## src/inc/gxp_defs.vh

```
`ifndef GXP_DEFS_VH
`define GXP_DEFS_VH
`define GXP_ADDR_FIXED   4'h4
`define GXP_REG_INPUT    2'h0
`define GXP_REG_OUTPUT   2'h1
`define GXP_REG_POLAR    2'h2
`define GXP_REG_DIR      2'h3
`define GXP_RST_OUTPUT   8'hFF
`define GXP_RST_POLAR    8'h00
`define GXP_RST_DIR      8'hFF
`endif

```

## src/logic/gxp_expander.v

```verilog
`timescale 1ns/10ps
`include "gxp_defs.vh"

module gxp_expander
(
    input  wire       clk_i,
    input  wire       rst_n_i,
    input  wire       scl_i,
    input  wire       sda_i,
    output reg        sda_o,
    output reg        sda_oe_o,
    input  wire [2:0] addr_sel_i,
    input  wire [7:0] port_pin_i,
    output reg  [7:0] port_pin_o,
    output reg  [7:0] port_pin_oe_o,
    output reg  [7:0] port_pullup_o,
    output reg        int_n_o,
    output reg        int_oe_o
);

    localparam [2:0] ST_IDLE = 3'h0;
    localparam [2:0] ST_ADDR = 3'h1;
    localparam [2:0] ST_AACK = 3'h2;
    localparam [2:0] ST_WR   = 3'h3;
    localparam [2:0] ST_WACK = 3'h4;
    localparam [2:0] ST_RD   = 3'h5;
    localparam [2:0] ST_RACK = 3'h6;

    // Synchronisers: the first stage feeds only the second.
    reg [1:0]  scl_s_q, sda_s_q;
    reg [7:0]  pin_s1_q, pin_s2_q;
    reg [2:0]  asel_s1_q, asel_s2_q;
    reg        scl_d1_q, sda_d1_q;
    reg [2:0]  state_q;
    reg [3:0]  bit_q;
    reg [7:0]  shift_q;
    reg        first_q;
    reg        acked_q;
    reg [1:0]  cmd_q;
    reg [7:0]  input_q, output_q, polar_q, dir_q;

    wire scl_w = scl_s_q[1];
    wire sda_w = sda_s_q[1];
    wire scl_rise = scl_w & ~scl_d1_q;
    wire scl_fall = ~scl_w & scl_d1_q;
    wire start_w  = scl_w & scl_d1_q & sda_d1_q & ~sda_w;
    wire stop_w   = scl_w & scl_d1_q & ~sda_d1_q & sda_w;

    // Register readback; input reads apply polarity inversion.
    function [7:0] rd_mux;
        input [1:0] sel;
        begin
            case (sel)
                `GXP_REG_INPUT:  rd_mux = pin_s2_q ^ polar_q;
                `GXP_REG_OUTPUT: rd_mux = output_q;
                `GXP_REG_POLAR:  rd_mux = polar_q;
                default:         rd_mux = dir_q;
            endcase
        end
    endfunction

    // Byte that a read loads; an input read reports the pins as they stand now, while the same
    // edge snapshots them into the held input so the interrupt compares against those pins, before polarity inversion.
    wire [7:0] rd_byte_w = rd_mux(cmd_q);

    ////////////////////////////////////////////////////////////////////////////
    always @(posedge clk_i or negedge rst_n_i)
    begin
        if (!rst_n_i)
        begin
            scl_s_q   <= 2'h3;
            sda_s_q   <= 2'h3;
            scl_d1_q  <= 1'b1;
            sda_d1_q  <= 1'b1;
            pin_s1_q  <= 8'h00;
            pin_s2_q  <= 8'h00;
            asel_s1_q <= 3'h0;
            asel_s2_q <= 3'h0;
        end
        else
        begin
            scl_s_q   <= {scl_s_q[0], scl_i};
            sda_s_q   <= {sda_s_q[0], sda_i};
            scl_d1_q  <= scl_w;
            sda_d1_q  <= sda_w;
            pin_s1_q  <= port_pin_i;
            pin_s2_q  <= pin_s1_q;
            asel_s1_q <= addr_sel_i;
            asel_s2_q <= asel_s1_q;
        end
    end

    ////////////////////////////////////////////////////////////////////////////
    // Serial slave. Data is sampled on SCL rise and driven after SCL fall.
    always @(posedge clk_i or negedge rst_n_i)
    begin
        if (!rst_n_i)
        begin
            state_q  <= ST_IDLE;
            bit_q    <= 4'h0;
            shift_q  <= 8'h00;
            first_q  <= 1'b0;
            acked_q  <= 1'b0;
            cmd_q    <= `GXP_REG_INPUT;
            output_q <= `GXP_RST_OUTPUT;
            polar_q  <= `GXP_RST_POLAR;
            dir_q    <= `GXP_RST_DIR;
            input_q  <= 8'h00;
            sda_o    <= 1'b0;
            sda_oe_o <= 1'b0;
        end
        else if (start_w)
        begin
            state_q  <= ST_ADDR;
            bit_q    <= 4'h0;
            sda_oe_o <= 1'b0;
        end
        else if (stop_w)
        begin
            state_q  <= ST_IDLE;
            sda_oe_o <= 1'b0;
        end
        else
        begin
            case (state_q)
                ST_ADDR, ST_WR:
                begin
                    if (scl_rise)
                    begin
                        shift_q <= {shift_q[6:0], sda_w};
                        bit_q   <= bit_q + 4'h1;
                    end
                    if (scl_fall && bit_q == 4'h8)
                    begin
                        bit_q <= 4'h0;
                        if (state_q == ST_ADDR)
                        begin
                            if (shift_q[7:1] == {`GXP_ADDR_FIXED, asel_s2_q})
                            begin
                                sda_oe_o <= 1'b1;
                                state_q  <= ST_AACK;
                            end
                            else
                                state_q <= ST_IDLE;
                        end
                        else
                        begin
                            sda_oe_o <= 1'b1;
                            state_q  <= ST_WACK;
                            if (first_q)
                                cmd_q <= shift_q[1:0];
                            else
                            begin
                                case (cmd_q)
                                    `GXP_REG_OUTPUT: output_q <= shift_q;
                                    `GXP_REG_POLAR:  polar_q  <= shift_q;
                                    `GXP_REG_DIR:    dir_q    <= shift_q;
                                    default:         ;
                                endcase
                            end
                            first_q <= 1'b0;
                        end
                    end
                end
                ST_AACK:
                    if (scl_fall)
                    begin
                        if (shift_q[0])
                        begin
                            state_q  <= ST_RD;
                            shift_q  <= rd_byte_w;
                            sda_o    <= 1'b0;
                            sda_oe_o <= ~rd_byte_w[7];
                            bit_q    <= 4'h1;
                            if (cmd_q == `GXP_REG_INPUT)
                                input_q <= pin_s2_q;
                        end
                        else
                        begin
                            sda_oe_o <= 1'b0;
                            first_q  <= 1'b1;
                            state_q  <= ST_WR;
                        end
                    end
                ST_WACK:
                    if (scl_fall)
                    begin
                        sda_oe_o <= 1'b0;
                        state_q  <= ST_WR;
                    end
                ST_RD:
                    if (scl_fall)
                    begin
                        if (bit_q == 4'h8)
                        begin
                            sda_oe_o <= 1'b0;
                            state_q  <= ST_RACK;
                        end
                        else
                        begin
                            sda_oe_o <= ~shift_q[7 - bit_q[2:0]];   // Open drain: drive only zeros.
                            bit_q    <= bit_q + 4'h1;
                        end
                    end
                ST_RACK:
                begin
                    if (scl_rise)
                        acked_q <= ~sda_w;
                    if (scl_fall)
                    begin
                        if (acked_q)
                        begin
                            state_q  <= ST_RD;
                            shift_q  <= rd_byte_w;
                            sda_oe_o <= ~rd_byte_w[7];
                            bit_q    <= 4'h1;
                            if (cmd_q == `GXP_REG_INPUT)
                                input_q <= pin_s2_q;
                        end
                        else
                            state_q <= ST_IDLE;
                    end
                end
                default:
                    state_q <= ST_IDLE;
            endcase
        end
    end

    ////////////////////////////////////////////////////////////////////////////
    // Pin drive and interrupt. A pin whose direction bit is one is an input.
    always @(posedge clk_i or negedge rst_n_i)
    begin
        if (!rst_n_i)
        begin
            port_pin_o    <= `GXP_RST_OUTPUT;
            port_pin_oe_o <= 8'h00;
            port_pullup_o <= 8'hFF;
            int_n_o       <= 1'b0;
            int_oe_o      <= 1'b0;
        end
        else
        begin
            port_pin_o    <= output_q;
            port_pin_oe_o <= ~dir_q;
            port_pullup_o <= dir_q;
            int_n_o       <= 1'b0;
            int_oe_o      <= |((pin_s2_q ^ input_q) & dir_q);
        end
    end

endmodule // gxp_expander

```

## config.mk

```make
export PLATFORM = sky130hd
export DESIGN_NAME = gxp_expander
export DESIGN_NICKNAME = d
export VERILOG_FILES = /design/src/logic/gxp_expander.v
export VERILOG_INCLUDE_DIRS = /design/src /design/src/inc
export SDC_FILE = /design/constraint.sdc
export NUM_CORES = 1
export LEC_CHECK = 0
export BUFFER_PORTS_ARGS = -buffer_cell sky130_fd_sc_hd__buf_2
export CAP_MARGIN = 10
export CORE_ASPECT_RATIO = 0.75
export CORE_MARGIN = 3
export CORE_UTILIZATION = 35
export DETAILED_ROUTE_END_ITERATION = 8
export HOLD_SLACK_MARGIN = 0.12
export SLEW_MARGIN = 0
export SYNTH_ARGS = -nofsm -noshare
export SYNTH_HDL_FRONTEND = slang
export SYNTH_SLANG_ARGS = --single-unit
```

## constraint.sdc

```tcl
create_clock -name clk_i -period 3.6 [get_ports clk_i]
set_input_delay 0.18 -clock clk_i [delete_from_list [all_inputs] [get_ports clk_i]]
set_output_delay 0.18 -clock clk_i [all_outputs]
set_load 0.01 [all_outputs]
```

==> results of run 1 <==
## sequential cells by signal, summed over array words and instances (netlist names), 3 cells and up
| register | flops |
|---|---|
| input_q | 8 |
| asel_s2_q | 3 |
| port_pullup_o | 8 |
| state_q | 3 |
| pin_s2_q | 8 |
| dir_q | 8 |
| asel_s1_q | 3 |
| shift_q | 8 |
| bit_q | 4 |
| pin_s1_q | 8 |
| port_pin_oe_o | 8 |
| output_q | 8 |
| port_pin_o | 8 |
| polar_q | 8 |
## worst paths after layout
path / end / slack, ns / cells after the start
setup / recovery: output_q[1] / 1.46 / 3
hold / removal: pin_s2_q[6] / 0.35 / 0
setup reg to reg: output_q[1] / 1.46 / 3
hold reg to reg: pin_s2_q[6] / 0.35 / 0
max in group asynchronous: scl_d1_q / 2.36 / 3
min in group asynchronous: port_pin_oe_o[3] / 0.41 / 2
## per-layer routing
metal	GRT usage, %	part of all wire (%)
met1	20.8	50
met2	19.7	44
met3	3.53	4.1
met4	4.49	1.2
met5	0	0
## placed cells by master (no fill, tap or decap), drive strengths merged, types with 3 or more instances in the layout
cell type and count:
o211ai 6, inv 20, nand3 6, dlygate4sd3 14, a221oi 3, a21oi 17
and2b 3, dfstp 38, nor3 9, nor2 23, nor3b 4, a211oi 5
bufinv 4, nor4 3, nand2 26, buf 42, clkbuf 11, o22ai 11
dfrtp 67, mux2 39, o21ai 11, nor2b 3, xnor2 9, xor2 3
a31oi 8, nand2b 5, mux2i 3
## timing repair
item | 4_1_cts | 5_1_grt
hold endpoints to repair | 46 | 0
resized for setup | 0 | 0
hold buffers | 14 | 0
## kinds of logic after synthesis
group	count (synthesis)	synth area share [%]
mux	44	11.4
buf+inv	37	3.96
flops	105	59.2
simple gates	92	11.4
other cells	1	0.0830
xor+xnor	12	2.33
compound gates	75	11.2
fa+ha+maj	2	0.554
## power breakdown
group | switching, mW | internal (mW) | leakage, nW
combinational | 0.339 | 0.332 | 0.887
sequential | 0.266 | 1.32 | 1.19
clock | 0.414 | 0.750 | 0.170
total | 1.02 | 2.40 | 2.25
## layout make-up
cell class / count / area share [%]
clock buffer: 11 / 4.35
clock inverter: 5 / 2.39
inverter: 21 / 1.47
multi-input combinational: 227 / 31.2
sequential: 105 / 50.0
tap: 166 / 3.88
timing repair buffer: 56 / 6.69
## worst max-delay path: stages, from the launching register on
cell	delay, ns
dfrtp_1	1.02
nor4b_1	0.43
nand2_2	0.26
mux2_2	0.34
==> impl_metrics.env, run 1 <==
export IMPL_status="completed"
export IMPL_viasPerCell=5.06
export IMPL_setup_tns_ns=0
export IMPL_synthTopCellsByArea="dfrtp_1 (37%), dfstp_2 (22%), mux2_2 (9.2%)"
export IMPL_worstMarginPinSlew_ns=1.03
export IMPL_nFillCells=1187
export IMPL_vias=2990
export IMPL_synth_area_per_cell_um2=12.3
export IMPL_yosysMostFrequentCell="dfrtp_1"
export IMPL_grt_overflow_total=0
export IMPL_die_y_um=104
export IMPL_setup_violations=0
export IMPL_synth_top_cell_by_area="dfrtp_1"
export IMPL_post_route_util_pct=43.0
export IMPL_grt_max_degree=53
export IMPL_ys_async_sr_fraction_pct=100
export IMPL_cp_data_arrival_time_ns=2.40
export IMPL_cts_buffers=9
export IMPL_hold_viol_final=0
export IMPL_core_area_mm2=0.0124
export IMPL_grt_pass1_wl_mm=15.6
export IMPL_dieArea_mm2=0.0143
export IMPL_synth_area_mm2=0.00452
export IMPL_antenna_found_initial=0
export IMPL_finalCritPeriodShare_pct=59.3
export IMPL_dr_first_iter_drc_count=276
export IMPL_skew_ns=0.00684
export IMPL_rsz0062_at_grt="false"
export IMPL_synth_top_cell_area_share_pct=37.1
export IMPL_maxCapViolCount=0
export IMPL_ios=43
export IMPL_detail_route_wl_per_cell_um=15.8
export IMPL_place_area_mm2=0.00485
export IMPL_first_global_vias=2972
export IMPL_hp_class="flip-flop to flip-flop"
export IMPL_first_pass_iters=5
export IMPL_synth_edf_count=0
export IMPL_clockBufferDepth=2
export IMPL_synthToLayoutAreaGrowth_pct=18.4
export IMPL_antennaDiodeCount=0
export IMPL_gp_congestion=0.838
export IMPL_fin_crit_ns=2.14
export IMPL_startpoint_type="flip-flop"
export IMPL_clock_latency_ns=0.34
export IMPL_reg2reg_from="cmd_q[0]"
export IMPL_die_w_um=137
export IMPL_tritoncts="built"
export IMPL_end_kind="flip-flop"
export IMPL_multi_input_area_mm2=0.00167
export IMPL_seq_area_frac_synth_pct=59.2
export IMPL_cts_sinks=105
export IMPL_fmax_mhz=468
export IMPL_postCtsSetupBuffers=0
export IMPL_netlist_instances=368
export IMPL_post_route_cell_area_mm2=0.00535
export IMPL_dp_cells=561
export IMPL_power_total_mw=3.42
export IMPL_drive_gt1_share_pct=34.8
export IMPL_finalNetCount=437
export IMPL_drc=0
export IMPL_peakVddDrop_mv=0.241
export IMPL_ff_latch_area_mm2=0.00268
export IMPL_powerDensity_mw_per_mm2=640
export IMPL_yosys_warnings=0
export IMPL_path_max_fanout=36
export IMPL_leakage_nw=2.25
export IMPL_hold_path_startpoint="pin_s1_q[6]"
export IMPL_path_class="flip-flop to flip-flop"
export IMPL_htreeDepth=3
export IMPL_hold_worst_slack_ns=0.348
export IMPL_final_cells=591
export IMPL_postRouteAntennaNets=0
export IMPL_wl_mm=9.34
export IMPL_setup_ws_ns=1.46
export IMPL_required_ns=3.86
export IMPL_dp_hpwl_mm=6.44
export IMPL_ys_ff_latch=105
export IMPL_path_clk_slew_ns=0.07
export IMPL_cts_root_buf="clkbuf_16"
export IMPL_portBuffers=40
export IMPL_ys_types=60
export IMPL_start_util_pct=36.3
export IMPL_track_usage_pct=13.9
export IMPL_slew_headroom_pct=31.6
export IMPL_final_max_slew_viol_count=0
export IMPL_synth_commonest_cells="dfrtp_1 (67), dfstp_2 (38), mux2_2 (37)"
export IMPL_pre_cts_slack_ns=1.48
export IMPL_synth_main_ff_cell="dfrtp_1"
export IMPL_rows=35
export IMPL_crit_path_start="cmd_q[0]"
Power figures use the tool's default switching activity.
==> run 2: changes to the inputs <==
==> constraint.sdc (replaced) <==
create_clock -name clk_i -period 2.2 [get_ports clk_i]
set_input_delay 0.11 -clock clk_i [delete_from_list [all_inputs] [get_ports clk_i]]
set_output_delay 0.11 -clock clk_i [all_outputs]
set_load 0.01 [all_outputs]
==> run 2 against run 1 <==
Register-to-register slack worse by 1.3 ns. Final area increased by 0.70%. Largest power group unchanged. Routed wire length up 6.5%. Combinational power grew 83%. Total power rose by 58%. Critical endpoint is now bit_q[3]. Fmax up 6.3%. Die area unchanged. Hold slack got worse by 0.030 ns. Via count increased by 0.90%. First-iteration DRC count shrank 22%. Clock skew shrank 0.00092 ns.
==> impl_metrics.env, run 2 (synthesis gave the netlist of run 1 again) <==
export IMPL_powerDensity_mw_per_mm2=1000
export IMPL_skew_ns=0.00591
export IMPL_required_ns=2.43
export IMPL_finalNetCount=449
export IMPL_rsz0062_at_grt="false"
export IMPL_path_class="flip-flop to flip-flop"
export IMPL_peakVddDrop_mv=0.546
export IMPL_status="completed"
export IMPL_track_usage_pct=14.6
export IMPL_final_cell_mix="dfrtp_1 (67), buf_2 (39), dfstp_2 (38)"
export IMPL_viasPerCell=5.00
export IMPL_end_kind="flip-flop"
export IMPL_max_stage_delay_ns=0.46
export IMPL_antennaDiodeCount=0
export IMPL_ios=43
export IMPL_startpoint_type="flip-flop"
export IMPL_reg2reg_from="bit_q[0]"
export IMPL_drc=0
export IMPL_drive_gt1_share_pct=36.8
export IMPL_final_max_slew_viol_count=0
export IMPL_wl_mm=9.95
export IMPL_die_w_um=137
export IMPL_path_max_fanout=10
export IMPL_hold_viol_final=0
export IMPL_portBuffers=40
export IMPL_path_clk_slew_ns=0.07
export IMPL_clockBufferDepth=2
export IMPL_power_total_mw=5.40
export IMPL_postRouteAntennaNets=0
export IMPL_gp_congestion=0.838
export IMPL_die_y_um=104
export IMPL_first_global_vias=3023
export IMPL_rows=35
export IMPL_dp_hpwl_mm=6.92
export IMPL_setup_violations=0
export IMPL_start_util_pct=36.3
export IMPL_cts_sinks=105
export IMPL_antenna_found_initial=0
export IMPL_r2r_end="bit_q[3]"
export IMPL_cp_slowest_cell="dfrtp_1"
export IMPL_dieArea_mm2=0.0143
export IMPL_cp_data_arrival_time_ns=2.24
export IMPL_dr_first_iter_drc_count=214
export IMPL_slew_headroom_pct=61.4
export IMPL_cts_buffers=9
export IMPL_fin_crit_ns=2.01
export IMPL_rrSetupSlack_ns=0.19
export IMPL_maxCapViolCount=0
export IMPL_cp_cell_sequence="inv_1 > ha_1 > nand3b_2 > o31ai_1 > a21oi_1 > a21o_1 > a22o_1"
export IMPL_grt_pass1_wl_mm=16.2
export IMPL_first_pass_iters=4
export IMPL_clock_latency_ns=0.34
export IMPL_grt_max_degree=45
export IMPL_cts_root_buf="clkbuf_16"
export IMPL_hp_class="primary input to asynchronous set/reset pin"
export IMPL_tritoncts="built"
export IMPL_synthToLayoutAreaGrowth_pct=19.2
export IMPL_setup_tns_ns=0
export IMPL_leakage_nw=2.29
export IMPL_critPathBufInv=1
export IMPL_crit_cells=7
export IMPL_grt_overflow_total=0
export IMPL_r2r_cells=7
export IMPL_core_area_mm2=0.0124
export IMPL_postCtsSetupBuffers=0
export IMPL_htreeDepth=3
export IMPL_finalCritPeriodShare_pct=91.3
export IMPL_detail_route_wl_per_cell_um=16.5
export IMPL_worstMarginPinSlew_ns=0.579
export IMPL_path_delay_family="compound AO/OA/AOI/OAI gates"
export IMPL_final_common_cell="dfrtp_1"
export IMPL_vias=3017
export IMPL_fmax_mhz=498
run 2: changes by cell type in the layout (fill, tap and decap cells not counted), sizes merged:
cell    delta
bufinv     -3
clkinv     +2
buf       +12
clkbuf     +1
run 2: area by class of cell:
class / instances / area, µm²
fillers: 1196 / 7050
flip-flops and latches: 105 / 2680
multi-input cells: 227 / 1670
repair buffers: 68 / 448
clock buffers: 12 / 256
well taps: 166 / 208
inverters: 21 / 78.8
clock inverters: 4 / 51.3
run 2: routing by layer:
| metal | routed length (µm) | track usage [%] | up-vias |
|---|---|---|---|
| met4 | 167 | 4.70 | 0 |
| met5 | 0 | 0 | - |
| li1 | - | - | 1433 |
| met1 | 5070 | 21.6 | 1510 |
| met3 | 399 | 3.72 | 13 |
| met2 | 4310 | 20.9 | 61 |
run 2: repair_timing:
item	in CTS	in global routing
hold endpoints to repair	38	0
hold buffers	14	0
gates resized for setup	0	0
run 2: stage by stage:
stage / setup slack, ns / hold WS [ns] / utilization (%) / std cells / cell area (µm²)
2_1_floorplan: 0.457 / -0.186 / - / 369 / 4520
3_3_place_gp: 0.293 / 0.143 / 39.7 / 573 / 4940
3_5_place_dp: 0.217 / 0.151 / 39.7 / 573 / 4940
4_1_cts: 0.199 / 0.330 / 43.3 / 603 / 5390
5_1_grt: 0.0482 / 0.355 / 43.3 / 603 / 5390
6_report: 0.190 / 0.319 / 43.3 / 603 / 5390
run 2: worst reg2reg max path, cell delays in order, from the launching register on:
cell      delay (ns)
dfrtp_1         0.46
inv_1           0.12
ha_1            0.17
nand3b_2        0.22
o31ai_1         0.31
a21oi_1         0.19
a21o_1          0.20
a22o_1          0.23
run 2: worst max path at each step:
stage / startpoint / endpoint
after floorplan: bit_q[0] / bit_q[3]
after detailed placement: bit_q[0] / bit_q[3]
after global placement: bit_q[0] / bit_q[3]
after global routing: bit_q[0] / bit_q[3]
after CTS: bit_q[0] / bit_q[3]
final: bit_q[0] / bit_q[3]
run 2: power breakdown:
group / internal (mW) / switching [mW] / leakage [nW]
Clock: 0.945 / 0.671 / 0.149
Sequential: 2.16 / 0.398 / 1.19
Combinational: 0.593 / 0.637 / 0.947
